**config.mk**
```make
export PLATFORM = sky130hd
export DESIGN_NAME = wdt_timer
export DESIGN_NICKNAME = d
export VERILOG_FILES = /design/src/verilog/wdt_pkg.sv /design/src/verilog/wdt_tick_if.sv /design/src/verilog/wdt_prescaler.sv /design/src/verilog/wdt_timer.sv
export SDC_FILE = /design/constraint.sdc
export NUM_CORES = 1
export LEC_CHECK = 0
export BUFFER_PORTS_ARGS = -buffer_cell sky130_fd_sc_hd__buf_2
export CAP_MARGIN = 10
export CORE_MARGIN = 4
export CORE_UTILIZATION = 60
export DETAILED_ROUTE_END_ITERATION = 6
export GPL_TIMING_DRIVEN = 1
export PLACE_DENSITY = 0.95
export SYNTH_ARGS = -nofsm -noshare
export SYNTH_HDL_FRONTEND = slang
export SYNTH_SLANG_ARGS = --single-unit
```
**constraint.sdc**
```tcl
create_clock -name mclk -period 4.5 [get_ports mclk]
set_input_delay 0.45 -clock mclk [delete_from_list [all_inputs] [get_ports mclk]]
set_output_delay 0.45 -clock mclk [all_outputs]
set_load 0.02 [all_outputs]
```
**src/verilog/wdt_pkg.sv**
```systemverilog
// Purpose: Shared constants for the 16-bit watchdog / general timer
// Assumes: 32-bit byte-addressed register port, 40 MHz mclk
// Notes:   Register addresses are the full byte addresses
`default_nettype none
package wdt_pkg;
  // Register map
  localparam logic [31:0] WDT_RELOAD_ADDR = 32'hffff0360;
  localparam logic [31:0] WDT_COUNT_ADDR  = 32'hffff0364;
  localparam logic [31:0] WDT_CTRL_ADDR   = 32'hffff0368;
  localparam logic [31:0] WDT_CLEAR_ADDR  = 32'hffff036c;

  // Reset values
  localparam logic [15:0] WDT_RELOAD_RST  = 16'h0040;
  localparam logic [15:0] WDT_COUNT_RST   = 16'h0040;
  localparam logic [15:0] WDT_CTRL_RST    = 16'h0000;
  // Writable control bits: 8..5, 3..0
  localparam logic [15:0] WDT_CTRL_WMASK  = 16'h01ef;
  localparam logic [15:0] WDT_COUNT_FULL  = 16'hffff;

  // Control field positions
  localparam int WDT_CB_PDHALT    = 0;
  localparam int WDT_CB_IRQSEL    = 1;
  localparam int WDT_CB_PRESC_LSB = 2;
  localparam int WDT_CB_PRESC_MSB = 3;
  localparam int WDT_CB_WDMODE    = 5;
  localparam int WDT_CB_PERIODIC  = 6;
  localparam int WDT_CB_ENABLE    = 7;
  localparam int WDT_CB_UP        = 8;

  // Prescaler codes
  localparam logic [1:0] WDT_PRESC_DIV1   = 2'b00;
  localparam logic [1:0] WDT_PRESC_DIV16  = 2'b01;
  localparam logic [1:0] WDT_PRESC_DIV256 = 2'b10;

  // Timing figures
  localparam int WDT_MCLK_HZ          = 40000000;
  localparam int WDT_LP_OSC_HZ        = 32768;
  localparam int WDT_MAX_TIMEOUT_S    = 512;
  localparam int WDT_MIN_TIMEOUT_MS   = 30;
  // Smallest safe reload at divide-by-1, rounded up
  localparam int WDT_MIN_TIMEOUT_TICKS =
    (WDT_MIN_TIMEOUT_MS * WDT_LP_OSC_HZ + 999) / 1000;
endpackage
`default_nettype wire

```
**src/verilog/wdt_tick_if.sv**
```systemverilog
// Purpose: Carries oscillator edges and prescale setting to the prescaler
// Assumes: Single mclk domain
// Notes:   tick is combinational from the prescaler
`timescale 1ns/100ps
`default_nettype none
interface wdt_tick_if;
  logic       lp_edge;
  logic [1:0] presc_sel;
  logic       run;
  logic       tick;

  modport src
  (
    input  lp_edge,
    input  presc_sel,
    input  run,
    output tick
  );
  modport user
  (
    output lp_edge,
    output presc_sel,
    output run,
    input  tick
  );
endinterface
`default_nettype wire

```
**src/verilog/wdt_prescaler.sv**
```systemverilog
// Purpose: Divides synchronised low-power oscillator edges by 1, 16 or 256
// Assumes: lp_edge is a one-cycle mclk pulse
// Notes:   Divider holds while run is low, so a pause does not shorten a period
`timescale 1ns/100ps
`default_nettype none
module wdt_prescaler
(
  input wire logic mclk,
  input wire logic sys_rst,
  wdt_tick_if.src  tk
);
  import wdt_pkg::*;

  logic [7:0] div_reg;
  logic       lp_step;

  assign lp_step = tk.run & tk.lp_edge;

  always_ff @(posedge mclk or posedge sys_rst)
  begin
    if (sys_rst)
      div_reg <= 8'h00;
    else if (lp_step)
      div_reg <= div_reg + 8'h01;
  end

  always_comb
  begin
    unique case (tk.presc_sel)
      WDT_PRESC_DIV1:   tk.tick = lp_step;
      WDT_PRESC_DIV16:  tk.tick = lp_step & (&div_reg[3:0]);
      WDT_PRESC_DIV256: tk.tick = lp_step & (&div_reg);
      // Reserved code: counter stalls
      default:          tk.tick = 1'b0;
    endcase
  end
endmodule
`default_nettype wire

```
**src/verilog/wdt_timer.sv**
```systemverilog
// Purpose: 16-bit timer with normal and watchdog modes on a 32.768 kHz clock
// Assumes: sys_rst is the power-on reset; other resets never reach this block
// Notes:   Register port answers reads one cycle later, never stalls
`timescale 1ns/100ps
`default_nettype none

// Functional notes
// - Two modes: general timing and watchdog supervision.
// - On overflow the counter loads the reload value.
// - Normal mode ticks from 32.768 kHz oscillator divided by 1, 16, 256.
// - Control bit 5 set enters watchdog mode.
// - Watchdog starts at reload value and decrements per tick to zero.
// - Divide-by-256 with full-scale reload gives the longest timeout.
// - At zero, reset or interrupt as chosen by control bit 1.
// - Any write to clear register reloads the counter before zero.
// - Watchdog mode locks reload and control registers until power-on reset.
// - Non-power-on resets leave the watchdog running and configured.
// - Counter pauses while the debugger holds the core.
// - Runs in power-down by default; control bit 0 stops it.
// - Reload and count are 16-bit unsigned; count is read-only.
// - Normal mode clear-register write clears the pending interrupt.
// - Reload and count read 0x0040 after reset.
// - Bit 1 set gives interrupt on expiry; clear gives reset.
// - Prescale code 00 div 1, 01 div 16, 10 div 256, 11 reserved.
// - Bit 7 enables counting; bit 6 periodic, else free-running, in down count only.
// - Bit 8 selects up count when set, down when clear.
module wdt_timer
(
  input  wire logic        mclk,
  input  wire logic        sys_rst,
  input  wire logic        lp_osc_clk,
  input  wire logic        debug_halt,
  input  wire logic        periph_powerdown,
  input  wire logic [31:0] bus_addr,
  input  wire logic [31:0] bus_wdata,
  input  wire logic        bus_wr,
  input  wire logic        bus_rd,
  output logic      [31:0] bus_rdata,
  output logic             timer_irq,
  output logic             wdt_reset_req
);
  import wdt_pkg::*;

  logic [15:0] reload_reg;
  logic [15:0] count_reg;
  logic [15:0] count_next;
  logic [15:0] ctrl_reg;
  logic        irq_reg;
  logic        rst_req_reg;
  logic [31:0] rdata_reg;
  logic [31:0] rdata_next;
  logic        lp_meta_reg;
  logic        lp_sync_reg;
  logic        lp_prev_reg;
  logic        dbg_meta_reg;
  logic        dbg_sync_reg;
  logic        wd_mode;
  logic        counting;
  logic        tick;
  logic        wr_reload;
  logic        wr_ctrl;
  logic        wr_clear;
  logic        wd_enter;
  logic        wd_expire;
  logic        up_wrap;
  logic        down_wrap;
  logic        norm_timeout;

  wdt_tick_if tick_if ();

  wdt_prescaler u_presc
  (
    .mclk    (mclk),
    .sys_rst (sys_rst),
    .tk      (tick_if.src)
  );

  // Oscillator and debug request come from other domains
  always_ff @(posedge mclk or posedge sys_rst)
  begin
    if (sys_rst)
    begin
      lp_meta_reg <= 1'b0;
      lp_sync_reg <= 1'b0;
      lp_prev_reg <= 1'b0;
    end
    else
    begin
      lp_meta_reg <= lp_osc_clk;
      lp_sync_reg <= lp_meta_reg;
      lp_prev_reg <= lp_sync_reg;
    end
  end

  always_ff @(posedge mclk or posedge sys_rst)
  begin
    if (sys_rst)
    begin
      dbg_meta_reg <= 1'b0;
      dbg_sync_reg <= 1'b0;
    end
    else
    begin
      dbg_meta_reg <= debug_halt;
      dbg_sync_reg <= dbg_meta_reg;
    end
  end

  assign wd_mode = ctrl_reg[WDT_CB_WDMODE];

  // Watchdog runs regardless of the enable bit
  assign counting = ~dbg_sync_reg
                  & ~(periph_powerdown & ctrl_reg[WDT_CB_PDHALT])
                  & (wd_mode | ctrl_reg[WDT_CB_ENABLE]);

  assign tick_if.lp_edge   = lp_sync_reg & ~lp_prev_reg;
  assign tick_if.presc_sel = ctrl_reg[WDT_CB_PRESC_MSB:WDT_CB_PRESC_LSB];
  assign tick_if.run       = counting;
  assign tick              = tick_if.tick;

  // Register decode
  assign wr_reload = bus_wr & (bus_addr == WDT_RELOAD_ADDR) & ~wd_mode;
  assign wr_ctrl   = bus_wr & (bus_addr == WDT_CTRL_ADDR) & ~wd_mode;
  assign wr_clear  = bus_wr & (bus_addr == WDT_CLEAR_ADDR);
  assign wd_enter  = wr_ctrl & bus_wdata[WDT_CB_WDMODE];

  // Expiry at the tick that would bring the count to zero
  assign wd_expire    = wd_mode & tick & (count_reg <= 16'h0001);
  assign up_wrap      = count_reg == WDT_COUNT_FULL;
  assign down_wrap    = count_reg == 16'h0000;
  assign norm_timeout = ~wd_mode & tick
                      & (ctrl_reg[WDT_CB_UP] ? up_wrap : down_wrap);

  always_ff @(posedge mclk or posedge sys_rst)
  begin
    if (sys_rst)
      reload_reg <= WDT_RELOAD_RST;
    else if (wr_reload)
      reload_reg <= bus_wdata[15:0];
  end

  // Only power-on reset unlocks the control register
  always_ff @(posedge mclk or posedge sys_rst)
  begin
    if (sys_rst)
      ctrl_reg <= WDT_CTRL_RST;
    else if (wr_ctrl)
      ctrl_reg <= bus_wdata[15:0] & WDT_CTRL_WMASK;
  end

  always_comb
  begin
    count_next = count_reg;
    if (wd_enter)
      count_next = reload_reg;
    else if (wd_mode & wr_clear)
      count_next = reload_reg;
    else if (wd_mode & tick)
    begin
      if (wd_expire)
        count_next = reload_reg;
      else
        count_next = count_reg - 16'h0001;
    end
    else if (tick)
    begin
      if (ctrl_reg[WDT_CB_UP])
        count_next = up_wrap ? reload_reg : count_reg + 16'h0001;
      else if (down_wrap)
        count_next = ctrl_reg[WDT_CB_PERIODIC] ? reload_reg : WDT_COUNT_FULL;
      else
        count_next = count_reg - 16'h0001;
    end
  end

  always_ff @(posedge mclk or posedge sys_rst)
  begin
    if (sys_rst)
      count_reg <= WDT_COUNT_RST;
    else
      count_reg <= count_next;
  end

  // Set wins over a clear in the same cycle
  always_ff @(posedge mclk or posedge sys_rst)
  begin
    if (sys_rst)
      irq_reg <= 1'b0;
    else if (norm_timeout | (wd_expire & ctrl_reg[WDT_CB_IRQSEL]))
      irq_reg <= 1'b1;
    else if (wr_clear)
      irq_reg <= 1'b0;
  end

  always_ff @(posedge mclk or posedge sys_rst)
  begin
    if (sys_rst)
      rst_req_reg <= 1'b0;
    else
      rst_req_reg <= wd_expire & ~ctrl_reg[WDT_CB_IRQSEL];
  end

  // Read data valid only in the cycle after the strobe
  always_comb
  begin
    rdata_next = 32'h0000_0000;
    if (bus_rd)
    begin
      unique case (bus_addr)
        WDT_RELOAD_ADDR: rdata_next = {16'h0000, reload_reg};
        WDT_COUNT_ADDR:  rdata_next = {16'h0000, count_reg};
        WDT_CTRL_ADDR:   rdata_next = {16'h0000, ctrl_reg};
        default:         rdata_next = 32'h0000_0000;
      endcase
    end
  end

  always_ff @(posedge mclk or posedge sys_rst)
  begin
    if (sys_rst)
      rdata_reg <= 32'h0000_0000;
    else
      rdata_reg <= rdata_next;
  end

  assign bus_rdata     = rdata_reg;
  assign timer_irq     = irq_reg;
  assign wdt_reset_req = rst_req_reg;
endmodule
`default_nettype wire

```
After elaboration in Yosys (flattened, before gate mapping) --
Index checks and enable logic that the tools add are counted.
Word-level totals: register bits 87, bits of input ports 71, output and inout port bits 34, word-level logic and storage cells 71
Operators by class: add/sub/neg operators 3, $lt $le $gt $ge 1, eq/ne operators 7, mux-type cells 15, bitwise operators 27, reduce and logical (&&, ||, !) cells 6
Operator list (count):
- two-way mux 16 bit | 9
- == test 32 bit (second input constant) | 4
- one-hot mux 16 bit (3 select lines) | 1
- two-way mux 32 bit | 1
- AND 1 bit | 20
- adder 16 x 1 -> 16 bit (second input constant) | 1
- == test 16 bit (second input constant) | 1
- less-or-equal comparator 16 x 1 -> 1 bit (second input constant) | 1
- zero test 16 bit | 1
- subtractor 16 x 1 -> 16 bit (second input constant) | 1
- adder 8 x 1 -> 8 bit (second input constant) | 1
- AND reduction 8 bit | 1
- inverter 1 bit | 5
- AND reduction 4 bit | 1
- nonzero test 4 bit | 1
- two-way mux 1 bit | 3
- one-hot mux 1 bit (3 select lines) | 1
- == test 2 x 1 -> 1 bit (second input constant) | 1
- == test 2 bit (second input constant) | 1
- zero test 2 bit | 1
- OR 1 bit | 2
- nonzero test 2 bit | 1

Longest topological paths before layout --
word-level depth 13, gate-level depth with buffers 11, gate-level depth less buffers 8

Modules after synthesis --
A second synthesis with hierarchy kept.
Unflattened totals: cells, all modules 556, area, all modules 4976.0 µm²
Modules (own cells, without submodules):
- wdt_timer | times used 1, cells each 515, area an instance 4541.9 µm², sequential area each 1579.0 µm²
- wdt_prescaler | times used 1, cells each 41, area an instance 434.2 µm², sequential area each 200.2 µm²

Worst setup path before layout --
OpenSTA, ideal clock, no wires.
path type input -> register, start in bus_addr[13], end reg ctrl_reg[0], setup time 0.125 ns, data arrival time 2.451 ns, data required time 4.375 ns, setup slack 1.924 ns, stages 7, buffers on the path 1, path through or4b_4 -> nor4_4 -> nand3_4 -> nor3b_4 -> and3_1 -> buf_6 -> mux2_4
Between the ends: cells in the longest elaborated chain, start to end 3
Ends and longest elaborated chain:
- start, declared | line wdt_timer.sv:34 | input wire logic [31:0] bus_addr,
- == test 32 bit | line wdt_timer.sv:123 | assign wr_ctrl = bus_wr & (bus_addr == WDT_CTRL_ADDR) & ~wd_mode;
- AND 1 bit (2 in a row) | line wdt_timer.sv:123
- end signal, assigned | line wdt_timer.sv:148 | ctrl_reg <= bus_wdata[15:0] & WDT_CTRL_WMASK;
- end, declared | line wdt_timer.sv:47 | logic [15:0] ctrl_reg;
No other way between the ends. A chain may end at the register's enable or synchronous reset.

Worst setup path in the final report --
start reg count_reg[0], end reg count_reg[7]
Between the ends: cells in the longest elaborated chain, start to end 7, elaborated cells on any way between the ends 14, those cells by class add/sub: 2; order compare: 1; eq/ne: 1; mux: 8; bitwise: 1; reduce/logical: 1
Ends and longest elaborated chain:
- start, declared | line wdt_timer.sv:45 | logic [15:0] count_reg;
- start signal, assigned | line wdt_timer.sv:181 | count_reg <= count_next;
- subtractor 16 x 1 -> 16 bit (tied with other cells) | line wdt_timer.sv:163, wdt_timer.sv:172
- two-way mux 16 bit, on equally long branches | line wdt_timer.sv:169, wdt_timer.sv:168
- two-way mux 16 bit | line wdt_timer.sv:167 | if (ctrl_reg[WDT_CB_UP])
- two-way mux 16 bit | line wdt_timer.sv:165 | else if (tick)
- two-way mux 16 bit * | line wdt_timer.sv:158 | else if (wd_mode & tick)
- two-way mux 16 bit * | line wdt_timer.sv:156 | else if (wd_mode & wr_clear)
- two-way mux 16 bit * | line wdt_timer.sv:154 | if (wd_enter)
Every way passes the cells marked *; elsewhere a longest branch is shown, timed or not. The select of a mux whose other input is x is not followed.

==> reports/qor.yml <==
place_congestion: 1.01
ff_latch_area_um2: 1780
holdCritPathClass: "input pin to flip-flop"
period_needed_ps: 3100
ys_warn_count: 0
final.setup.tns_ps: 0
antenna_left: 0
areaGrowthSynthToFinish_pct: 9.60
grt_overflow_total: 0
part_of_the_yosys_area_used_for_sequential_elements_pct: 36.1
initial_utilization_pct: 62.8
sum_of_routed_wire_length_over_all_layers_mm: 14.7
power_frac_comb_pct: 5.5
final_hold_viol_count: 0
max_freq_mhz: 323
design.die.area_um2: 9730
post_cts_buffers: 0
max_cap_viol_count: 0
postSynthCellCount: 534
layout_commonest_cell: "buf_2"
yosys_most_used_dff: "dfrtp_1"
diodes: 0
multi_input_comb_area_um2: 2820
clock_latency_ps: 370
p_sw_share_pct: 27.5
die_w_um: 98.6
holdWs_ps: 189
dr_total_vias: 4665
criticalPathCategory: "flip-flop to flip-flop"
floorplan.core_area_um2: 7850
cts_repair_resize_count: 0
final_layout_size_suffix_gt1_share_pct: 24.6
fp-row-count: 32
seq_power_share_pct: 53.2
timing.critical_path.fanout_max: 11
wl_per_cell_um: 21.3
maxSlewHeadroom_pct: 50.7
run_status: "complete, but fails checks"
drt_iter0_markers: 555
slew_viol_final: 0
most-common-layout-cells: "buf_2, dfrtp_1, nand2_1, nor2_1, o21ai_0"
worst_setup_path_end_kind: "flip-flop"
dpl.hpwl_mm: 10.4
final_core_util_pct: 68.8
mappedNetlistArea_um2: 4930
count_of_filler_cells_inserted_in_the_layout: 622
setup_viol: 0
antenna_violations_before_repair: 0
irDropWorstVdd_mv: 0.155
cts_tree: "done"
cts_max_level: 3
cts.sink_count: 71
nNetsFinal: 663
clock-skew-final_ps: 14.7
pwr_density_cell_nw_per_um2: 223
failed_checks: "design-rule violations"
die_h_um: 98.6
numPortBuffers: 72
switchingPower_w: 0.000331
cts.path.max_buffers: 2
grt_first_pass_wirelength_mm: 23.7
synth.ff_latch_count: 71
synth-edff-count: 0
grt_max_degree: 40
clockPowerShare_pct: 41.3
clockRootBuffer: "clkbuf_8"
synth_area_per_cell_um2: 9.23
ys_types: 76
tightestPinTransition_ps: 739
drcViolationCount: 2
design_power_total_w: 0.00120
vias_per_cell: 6.75
grtUsageTotal_pct: 30.7
cts.clk_slew.worst_paths_ps: 90
design.portCount: 105
detail_route.first_pass.iterations: 7
cellLeakagePower_nw: 2.50
power.internal_w: 0.000873
async_flop_share_pct: 100
first_global_vias: 4542
layout_worst_path_cycle_share_pct: 68.8
critical_path_required_ps: 4820
unrepaired_setup_endpoints_after_global_routing: "false"
arrival_ps: 3420
cp-start-kind: "flip-flop"
cts_hold_buffers: 0
numCtsBuffers: 9
==> kinds of logic after synthesis <==
group / count (synthesis) / share of synthesized area (%)
flops: 71 / 36.1
xor+xnor: 25 / 4.44
compound gates: 130 / 17.6
other cells: 1 / 0.0761
mux: 41 / 10.4
fa+ha+maj: 8 / 2.03
buf+inv: 76 / 7.97
simple gates: 182 / 21.4
==> cells in the mapped netlist (13+ instances only) <==
| cell type | instances | share of area (%) |
|---|---|---|
| buf_4 | 16 | 2.4 |
| o21ai_0 | 30 | 3.0 |
| dfrtp_1 | 69 | 35 |
| clkbuf_1 | 24 | 1.8 |
| a31oi_1 | 13 | 1.7 |
| nand4_1 | 16 | 2.0 |
| inv_1 | 20 | 1.5 |
| a21oi_1 | 24 | 2.4 |
| nor2_1 | 32 | 2.4 |
| nand3_1 | 25 | 2.5 |
| mux2_2 | 13 | 3.0 |
| xnor2_1 | 17 | 3.0 |
| nand2_1 | 34 | 2.6 |
| nor3_1 | 14 | 1.4 |
| mux2_4 | 17 | 5.2 |
==> power by group through the flow <==
stage	Combinational [W]	Sequential (W)	Clock (W)
finish	0.0000663	0.000641	0.000497
global placement	0.0000640	0.000653	0
CTS	0.0000665	0.000641	0.000500
detailed placement	0.0000665	0.000653	0
floorplan	0.0000451	0.000653	0
global route	0.0000731	0.000641	0.000530
==> path summary, 6_finish.rpt <==
check | startpoint | endpoint | slack, ps | depth (start not counted)
worst min-delay path | debug_halt | dbg_meta_reg$_DFF_PP0_ | 190 | 1
max in group asynchronous | sys_rst | reload_reg[6]$_DFFE_PP1P_ | 3290 | 3
worst max-delay path | count_reg[0]$_DFFE_PP0P_ | count_reg[7]$_DFFE_PP0P_ | 1400 | 7
worst max register to register | count_reg[0]$_DFFE_PP0P_ | count_reg[7]$_DFFE_PP0P_ | 1400 | 7
worst min register to register | lp_meta_reg$_DFF_PP0_ | lp_sync_reg$_DFF_PP0_ | 360 | 0
min in group asynchronous | sys_rst | u_presc.div_reg[7]$_DFFE_PP0P_ | 200 | 2
==> critical path, cell delays in order (launching register included) <==
cell and delay, ps:
dfrtp_1 550, ha_1 290, nand3_1 200, nor4_2 680
nand2_1 480, mux2i_1 210, a2111oi_0 460, a211o_1 160
==> per-layer routing <==
| metal | global-route usage [%] | part of all wire, % | vias up |
|---|---|---|---|
| met2 | 47.8 | 45 | 378 |
| li1 | - | - | 2053 |
| met4 | 11.4 | 2.6 | 0 |
| met5 | 0 | 0 | - |
| met1 | 41.6 | 39 | 2186 |
| met3 | 7.57 | 13 | 48 |
==> layout make-up <==
type	count	area share (%)
clock buffers	9	2.29
repair buffers	79	7.64
inverters	21	1.46
clock inverters	7	1.11
well taps	102	2.36
multi-input cells	402	52.2
flip-flops and latches	71	32.9
==> through the flow <==
step / cell area [µm²] / cells / setup WS (ps)
3_5_place_dp: 5220 / 675 / 1320
4_1_cts: 5400 / 691 / 1520
2_1_floorplan: 4980 / 549 / 1920
5_1_grt: 5400 / 691 / 1290
6_report: 5400 / 691 / 1400
3_3_place_gp: 5220 / 675 / 1430
(Power assumes the default switching activity.)
